File: src/rtl/cntacc_pkg.sv
// Constants and types for the counter access window and link interrupt enable
// Summary of operation
// Upper register reads counter byte three
// Upper register bits 15:8 read zero
// Middle register reads bytes two and one
// Writes hold pending counter load value
// Holding and select registers feed transfers
// Type codes 1011..1000 select UTOPIA input counters
// Type codes 0111..0100 select transmit counters
// Type codes 0011..0000 select receive counters
// Software writes only listed type/index codes
// Index top bit selects IMA group
// Index 00000..01111 selects link 0..15
// Enabled link with status drives interrupt low
// Disabled link never affects interrupt pin
// Software starts transfer with command 01
// Direction 0 writes counter, 1 reads it
// Done bit reads one when transfer finished
// Unlatched per-link master status bit provided
// Holding keeps value until rewrite or read
// Enable changes reach pin immediately
package cntacc_pkg;
   // ======================================
   // Register indices and byte addresses
   localparam logic [11:0] CNTACC_IDX_UPPER = 12'h430;
   localparam logic [11:0] CNTACC_IDX_MIDDLE = 12'h431;
   localparam logic [11:0] CNTACC_IDX_SELECT = 12'h432;
   localparam logic [11:0] CNTACC_IDX_MENABLE = 12'h433;
   localparam logic [11:0] CNTACC_IDX_COMMAND = 12'h40f;
   localparam logic [11:0] CNTACC_IDX_MSTATUS = 12'h455;
   localparam logic [13:0] CNTACC_ADDR_UPPER = {CNTACC_IDX_UPPER, 2'b00};
   localparam logic [13:0] CNTACC_ADDR_MIDDLE = {CNTACC_IDX_MIDDLE, 2'b00};
   localparam logic [13:0] CNTACC_ADDR_SELECT = {CNTACC_IDX_SELECT, 2'b00};
   localparam logic [13:0] CNTACC_ADDR_MENABLE = {CNTACC_IDX_MENABLE, 2'b00};
   localparam logic [13:0] CNTACC_ADDR_COMMAND = {CNTACC_IDX_COMMAND, 2'b00};
   localparam logic [13:0] CNTACC_ADDR_MSTATUS = {CNTACC_IDX_MSTATUS, 2'b00};
   // ======================================
   // Field positions
   localparam int CNTACC_SEL_TYPE_LSB = 5;
   localparam int CNTACC_SEL_TYPE_MSB = 8;
   localparam int CNTACC_SEL_IDX_MSB = 4;
   localparam int CNTACC_CMD_DONE_BIT = 7;
   localparam int CNTACC_CMD_DIR_BIT = 2;
   localparam logic [1:0] CNTACC_CMD_XFER = 2'h1;
   localparam logic [15:0] CNTACC_SEL_MASK = 16'h01ff;
   localparam logic [15:0] CNTACC_RST_HALF = 16'h0000;
   localparam logic [7:0] CNTACC_RST_BYTE = 8'h00;
   // ======================================
   // Counter type codes
   typedef enum logic [3:0] {
      CNTACC_RX_BADICP = 4'b0000, CNTACC_RX_HEC = 4'b0001,
      CNTACC_RX_IDLE = 4'b0010, CNTACC_RX_ALL = 4'b0011,
      CNTACC_TX_ICP = 4'b0100, CNTACC_TX_STUFF = 4'b0101,
      CNTACC_TX_IDLE = 4'b0110, CNTACC_TX_ALL = 4'b0111,
      CNTACC_UI_HEC = 4'b1000, CNTACC_UI_UNASG = 4'b1001,
      CNTACC_UI_IDLE = 4'b1010, CNTACC_UI_ALL = 4'b1011
   } cntacc_ctype_type;
   typedef enum logic [1:0] {
      CNTACC_IDLE = 2'b00, CNTACC_REQ = 2'b01, CNTACC_LOAD = 2'b10
   } cntacc_state_type;
endpackage

File: src/rtl/cntacc_sync.sv
// Three-stage input synchroniser with agreement filter
`timescale 1ns/1ps
module cntacc_sync (
   input wire logic mclk_i,
   input wire logic rstn_i,
   input wire logic din_i,
   output logic dout_o
);
   logic s1_q, s2_q, s3_q, out_q, out_d;
   // Accept a change once stages two and three agree
   always_comb begin
      out_d = out_q;
      if (s2_q == s3_q) begin
         out_d = s2_q;
      end
   end
   always_ff @(posedge mclk_i or negedge rstn_i) begin
      if (!rstn_i) begin
         s1_q <= 1'b0;
         s2_q <= 1'b0;
         s3_q <= 1'b0;
         out_q <= 1'b0;
      end else begin
         s1_q <= din_i;
         s2_q <= s1_q;
         s3_q <= s2_q;
         out_q <= out_d;
      end
   end
   assign dout_o = out_q;
endmodule

File: src/rtl/cntacc_top.sv
// Counter access window, transfer command and link interrupt enable
//
// The implementer's own choice: the APB register port.
`timescale 1ns/1ps
module cntacc_top
   import cntacc_pkg::*;
(
   input wire logic mclk_i,
   input wire logic rstn_i,
   // APB slave
   input wire logic psel_i,
   input wire logic penable_i,
   input wire logic pwrite_i,
   input wire logic [15:0] paddr_i,
   input wire logic [31:0] pwdata_i,
   output logic [31:0] prdata_o,
   output logic pready_o,
   output logic pslverr_o,
   // Counter store side
   output logic cnt_req_o,
   output logic cnt_dir_o,
   output logic [3:0] cnt_type_o,
   output logic [4:0] cnt_index_o,
   output logic [23:0] cnt_wdata_o,
   input wire logic cnt_ack_i,
   input wire logic [23:0] cnt_rdata_i,
   // Per-link interrupt requests from outside the clock domain
   input wire logic [15:0] link_irq_req_i,
   output logic irq_n_o
);
   // ======================================
   // Bus decode
   logic acc_w, acc_r;
   logic [13:0] byte_addr;
   logic hit;
   assign byte_addr = paddr_i[13:0];
   // Writes to unmapped or aliased addresses are dropped
   assign acc_w = psel_i & penable_i & pwrite_i & hit;
   assign acc_r = psel_i & penable_i & ~pwrite_i;
   assign pready_o = 1'b1;
   always_comb begin
      hit = 1'b0;
      if (paddr_i[15:14] == 2'b00) begin
         case (byte_addr)
            CNTACC_ADDR_UPPER, CNTACC_ADDR_MIDDLE, CNTACC_ADDR_SELECT,
            CNTACC_ADDR_MENABLE, CNTACC_ADDR_COMMAND, CNTACC_ADDR_MSTATUS: hit = 1'b1;
            default: hit = 1'b0;
         endcase
      end
   end
   // Unmapped addresses answer with an error
   assign pslverr_o = psel_i & penable_i & ~hit;

   // ======================================
   // Link status synchronisers
   logic [15:0] mstatus;
   genvar g;
   generate
      for (g = 0; g < 16; g++) begin : g_sync
         cntacc_sync u_sync (
            .mclk_i(mclk_i),
            .rstn_i(rstn_i),
            .din_i(link_irq_req_i[g]),
            .dout_o(mstatus[g])
         );
      end
   endgenerate

   // ======================================
   // Registers and transfer engine
   logic [7:0] upper_q, upper_d;
   logic [15:0] middle_q, middle_d;
   logic [8:0] select_q, select_d;
   logic [15:0] menable_q, menable_d;
   logic dir_q, dir_d;
   logic done_q, done_d;
   logic irq_n_q, irq_n_d;
   cntacc_state_type state_q, state_d;

   // Register writes and transfer sequencing
   always_comb begin
      upper_d = upper_q;
      middle_d = middle_q;
      select_d = select_q;
      menable_d = menable_q;
      dir_d = dir_q;
      done_d = done_q;
      state_d = state_q;
      if (acc_w) begin
         case (byte_addr)
            CNTACC_ADDR_UPPER: upper_d = pwdata_i[7:0];
            CNTACC_ADDR_MIDDLE: middle_d = pwdata_i[15:0];
            CNTACC_ADDR_SELECT: select_d = pwdata_i[8:0];
            CNTACC_ADDR_MENABLE: menable_d = pwdata_i[15:0];
            CNTACC_ADDR_COMMAND: begin
               // Command 01 starts a counter transfer
               if (pwdata_i[1:0] == CNTACC_CMD_XFER && state_q == CNTACC_IDLE) begin
                  dir_d = pwdata_i[CNTACC_CMD_DIR_BIT];
                  done_d = 1'b0;
                  state_d = CNTACC_REQ;
               end
            end
            default: ;
         endcase
      end
      case (state_q)
         CNTACC_IDLE: ;
         CNTACC_REQ: begin
            if (cnt_ack_i) begin
               state_d = dir_q ? CNTACC_LOAD : CNTACC_IDLE;
               done_d = ~dir_q;
            end
         end
         CNTACC_LOAD: begin
            // Read transfer refreshes the holding registers
            upper_d = cnt_rdata_i[23:16];
            middle_d = cnt_rdata_i[15:0];
            done_d = 1'b1;
            state_d = CNTACC_IDLE;
         end
         default: state_d = CNTACC_IDLE;
      endcase
      // Interrupt pin follows status and enable directly
      irq_n_d = ~|(mstatus & menable_d);
   end

   always_ff @(posedge mclk_i or negedge rstn_i) begin
      if (!rstn_i) begin
         upper_q <= CNTACC_RST_BYTE;
         middle_q <= CNTACC_RST_HALF;
         select_q <= 9'h000;
         menable_q <= CNTACC_RST_HALF;
         dir_q <= 1'b0;
         done_q <= 1'b1;
         irq_n_q <= 1'b1;
         state_q <= CNTACC_IDLE;
      end else begin
         upper_q <= upper_d;
         middle_q <= middle_d;
         select_q <= select_d;
         menable_q <= menable_d;
         dir_q <= dir_d;
         done_q <= done_d;
         irq_n_q <= irq_n_d;
         state_q <= state_d;
      end
   end

   // ======================================
   // Counter store request
   assign cnt_req_o = (state_q == CNTACC_REQ);
   assign cnt_dir_o = dir_q;
   assign cnt_type_o = select_q[CNTACC_SEL_TYPE_MSB:CNTACC_SEL_TYPE_LSB];
   assign cnt_index_o = select_q[CNTACC_SEL_IDX_MSB:0];
   assign cnt_wdata_o = {upper_q, middle_q};
   assign irq_n_o = irq_n_q;

   // ======================================
   // Read data
   logic [31:0] rdata_q, rdata_d;
   always_comb begin
      rdata_d = 32'h0000_0000;
      if (psel_i & ~penable_i & ~pwrite_i) begin
         case (byte_addr)
            CNTACC_ADDR_UPPER: rdata_d = {24'h000000, upper_q};
            CNTACC_ADDR_MIDDLE: rdata_d = {16'h0000, middle_q};
            CNTACC_ADDR_SELECT: rdata_d = {23'h000000, select_q};
            CNTACC_ADDR_MENABLE: rdata_d = {16'h0000, menable_q};
            CNTACC_ADDR_COMMAND: rdata_d = {24'h000000, done_q, 4'h0, dir_q, 2'b00};
            CNTACC_ADDR_MSTATUS: rdata_d = {16'h0000, mstatus};
            default: rdata_d = 32'h0000_0000;
         endcase
      end else if (acc_r) begin
         rdata_d = rdata_q;
      end
   end
   always_ff @(posedge mclk_i or negedge rstn_i) begin
      if (!rstn_i) begin
         rdata_q <= 32'h0000_0000;
      end else begin
         rdata_q <= rdata_d;
      end
   end
   assign prdata_o = rdata_q;
endmodule

File: config.mk
export PLATFORM = sky130hd
export DESIGN_NAME = cntacc_top
export DESIGN_NICKNAME = d
export VERILOG_FILES = /design/src/rtl/cntacc_pkg.sv /design/src/rtl/cntacc_sync.sv /design/src/rtl/cntacc_top.sv
export SDC_FILE = /design/constraint.sdc
export NUM_CORES = 1
export LEC_CHECK = 0
export BUFFER_PORTS_ARGS = -buffer_cell sky130_fd_sc_hd__buf_2
export CAP_MARGIN = 20
export CORE_MARGIN = 2
export CORE_UTILIZATION = 44
export CTS_BUF_LIST = sky130_fd_sc_hd__clkbuf_16
export DETAILED_ROUTE_END_ITERATION = 10
export MAX_ROUTING_LAYER = met4
export PLACE_DENSITY = 0.7
export SKIP_CTS_REPAIR_TIMING = 1
export SYNTH_ARGS = -nofsm -noshare
export SYNTH_HDL_FRONTEND = slang
export SYNTH_SLANG_ARGS = --single-unit
File: constraint.sdc
create_clock -name mclk_i -period 1.9 [get_ports mclk_i]
set_clock_uncertainty 0.05 [all_clocks]
set_input_delay 0 -clock mclk_i [delete_from_list [all_inputs] [get_ports mclk_i]]
set_output_delay 0 -clock mclk_i [all_outputs]
set_load 0.1 [all_outputs]
==> flow_summary.ini <==
[run_status]
status = complete, but fails checks
violations = negative hold slack

[clock_tree]
clk_pin_slew_ns = 0.06
cts_num_sinks = 134
cts_tree = done
clockBufferDepth = 2
cts_inserted_buffers = 17
htree_levels = 4
cts_root_buffer = clkbuf_16
clk_latency_ns = 0.41

[synthesis]
synth_ff_type = dfrtp_1
yosys_warnings = 0
ys_types = 43
syn_inst = 410
netlist_top_cells_count = 132 x dfrtp_1, 40 x mux2_2, 32 x nand2_1, 30 x o21ai_1, 19 x buf_4
syn_avg_cell_area_um2 = 13.5
synthArstFlopShare_pct = 100
netlist_area_um2 = 5540
yosysMostFrequentCell = dfrtp_1
synth_top_cell_by_area = dfrtp_1
synth_edf_count = 0
yosysSeqAreaShare_pct = 60.6
synth.area.top_cells = dfrtp_1 60%, mux2_2 8.1%, maj3_1 2.9%, mux2i_1 2.9%, o21ai_1 2.7%
synth.top_cell.area_share_pct = 59.6
synth-seq-cells = 134

[timing]
worstMarginPinSlew_ns = 0.799
maxSlewHeadroom_pct = 46.7
setup_ws_ns = 0.0962
final_max_slew_viol_count = 0
tns_ns = 0
hold_violations = 1
max_freq_ghz = 0.554
fin_crit_ns = 1.80
finalCritPeriodShare_pct = 94.9
hold_ws_ns = -0.00833
setup_violations = 0

[drt]
via_count = 4258
drc_errors = 0
first_iter_violations = 250
routedWlPerCell_um = 18.0
vias_per_cell = 5.26
firstDrtPassIters = 6
ant_nets = 0
drt_wl_total_mm = 14.5

[global_routing]
grt_max_degree = 60
grt_remaining_overflow = 0
antenna_found_initial = 0
grt_pass1_wl_mm = 21.4
grt.total_usage_pct = 22.0
grt_pass1_vias = 4018

[layout]
final_layout_size_suffix_gt1_share_pct = 35.3
diodes = 0
fin_util_pct = 64.1
nets = 726
syn_to_final_growth_pct = 40.7

[pwr]
power.density_nw_per_um2 = 886
vdd_drop_max_mv = 0.536
leakagePower_uw = 0.00373

[worst_setup_path]
worstSetupEndpointType = register
worstPathCellList = inv_1 -> ha_1 -> buf_12 -> nand2_1 -> o21ai_1 -> dlygate4sd3_1
slowest_stage = dlygate4sd3_1
path_class = register to register
max_stage_delay_ns = 0.57
start_kind = register
r2r_slack_ns = 0.1
cp.arrival_ns = 2.10
crit_fanout = 41
cp_data_required_time_ns = 2.19

[die]
die_h_um = 116
die_area_um2 = 13500
ios = 164
die_x_um = 116
initial_core_util_pct = 45.5
core-area_um2 = 12200
rows = 40

[hold_path]
min_path_type = input port to register

[placement]
place_ws_ns = 0.0180
routabilityCongestion = 0.796
dp_hpwl_mm = 9.47
port-buffer-count = 130

[flow_run]
maxCapViolations = 0
-- worst max-delay path, delay by kind of cell (launching register included) --
kind                       cells  cell delay (ns)
DFF                            1             0.41
and+or+nand+nor                1             0.09
buffers and inverters          3             0.89
adders and majority gates      1             0.20
AOI/OAI and AO/OA              1             0.09
-- power breakdown --
group	internal, uW	switching, uW	total, uW
Combinational	206	333	539
Clock	2170	1180	3350
Sequential	2940	69.2	3010
Total	5320	1580	6910
-- area by class of cell --
class	count	area, um^2
Clock inverter	14	185
Timing Repair Buffer	218	1580
Sequential cell	134	3360
Fill cell	886	4370
Inverter	6	22.5
Tap cell	168	210
Clock buffer	17	425
Multi-Input combinational cell	252	2010
-- cell families after synthesis --
| family | share of synthesized area (%) |
|---|---|
| AO/OA/AOI/OAI | 10.8 |
| AND/OR/NAND/NOR | 7.70 |
| flip-flops | 60.6 |
| buffers and inverters | 4.18 |
| adder cells (fa/ha/maj) | 3.57 |
| other | 0.136 |
| multiplexers | 13.1 |
-- stage by stage --
stage | total power (uW) | cell area (um^2) | instances
floorplan | 3300 | 5600 | 425
global placement | 3490 | 6440 | 704
detailed placement | 3500 | 6440 | 704
CTS | 6860 | 7050 | 735
global route | 7140 | 7790 | 809
finish | 6910 | 7790 | 809
-- routing by layer --
metal	routed length [um]	up-vias	part of all wire, %	GRT usage [%]
met4	250	0	1.7	7.06
met2	7160	168	49	33.3
li1	-	1935	-	-
met5	0	-	0	-
met3	1010	21	6.9	6.54
met1	6130	2134	42	28.7
-- final timing paths --
check	from	end	cells after the start
max in group asynchronous	rstn_i	select_q[5]$_DFFE_PN0P_	3
setup / recovery	state_q[0]$_DFF_PN0_	middle_q[13]$_DFFE_PN0P_	6
min in group asynchronous	rstn_i	g_sync[11].u_sync.s1_q$_DFF_PN0_	2
hold reg to reg	g_sync[5].u_sync.s1_q$_DFF_PN0_	g_sync[5].u_sync.s2_q$_DFF_PN0_	0
hold / removal	psel_i	prdata_o[2]$_DFFE_PN0P_	4
setup reg to reg	state_q[0]$_DFF_PN0_	middle_q[13]$_DFFE_PN0P_	6
-- registers in the layout (all words and copies together), names as in the netlist, 8 cells and up --
| register | cells |
|---|---|
| g_sync.u_sync.s3_q | 16 |
| g_sync.u_sync.s1_q | 16 |
| g_sync.u_sync.s2_q | 16 |
| menable_q | 16 |
| select_q | 9 |
| g_sync.u_sync.dout_o | 16 |
| middle_q | 16 |
| upper_q | 8 |
| prdata_o | 16 |
-- layout by cell type (no fill, tap or decap), drive strengths merged, types with 2 or more instances in the layout --
cell	instances
nand3	3
conb	17
bufinv	4
nor2	5
dfrtp	132
nor4b	3
and3b	2
nand4	5
inv	6
and4	5
a22o	13
nor2b	2
a221oi	16
mux2i	16
clkinv	5
o21ai	36
dlygate4sd3	74
dfstp	2
a21oi	3
and4bb	2
clkbuf	17
mux2	50
maj3	16
nor3b	3
a22oi	2
nand2	32
a222oi	9
ha	3
and3	2
buf	144
clkinvlp	5
(Power assumes the default switching activity.)
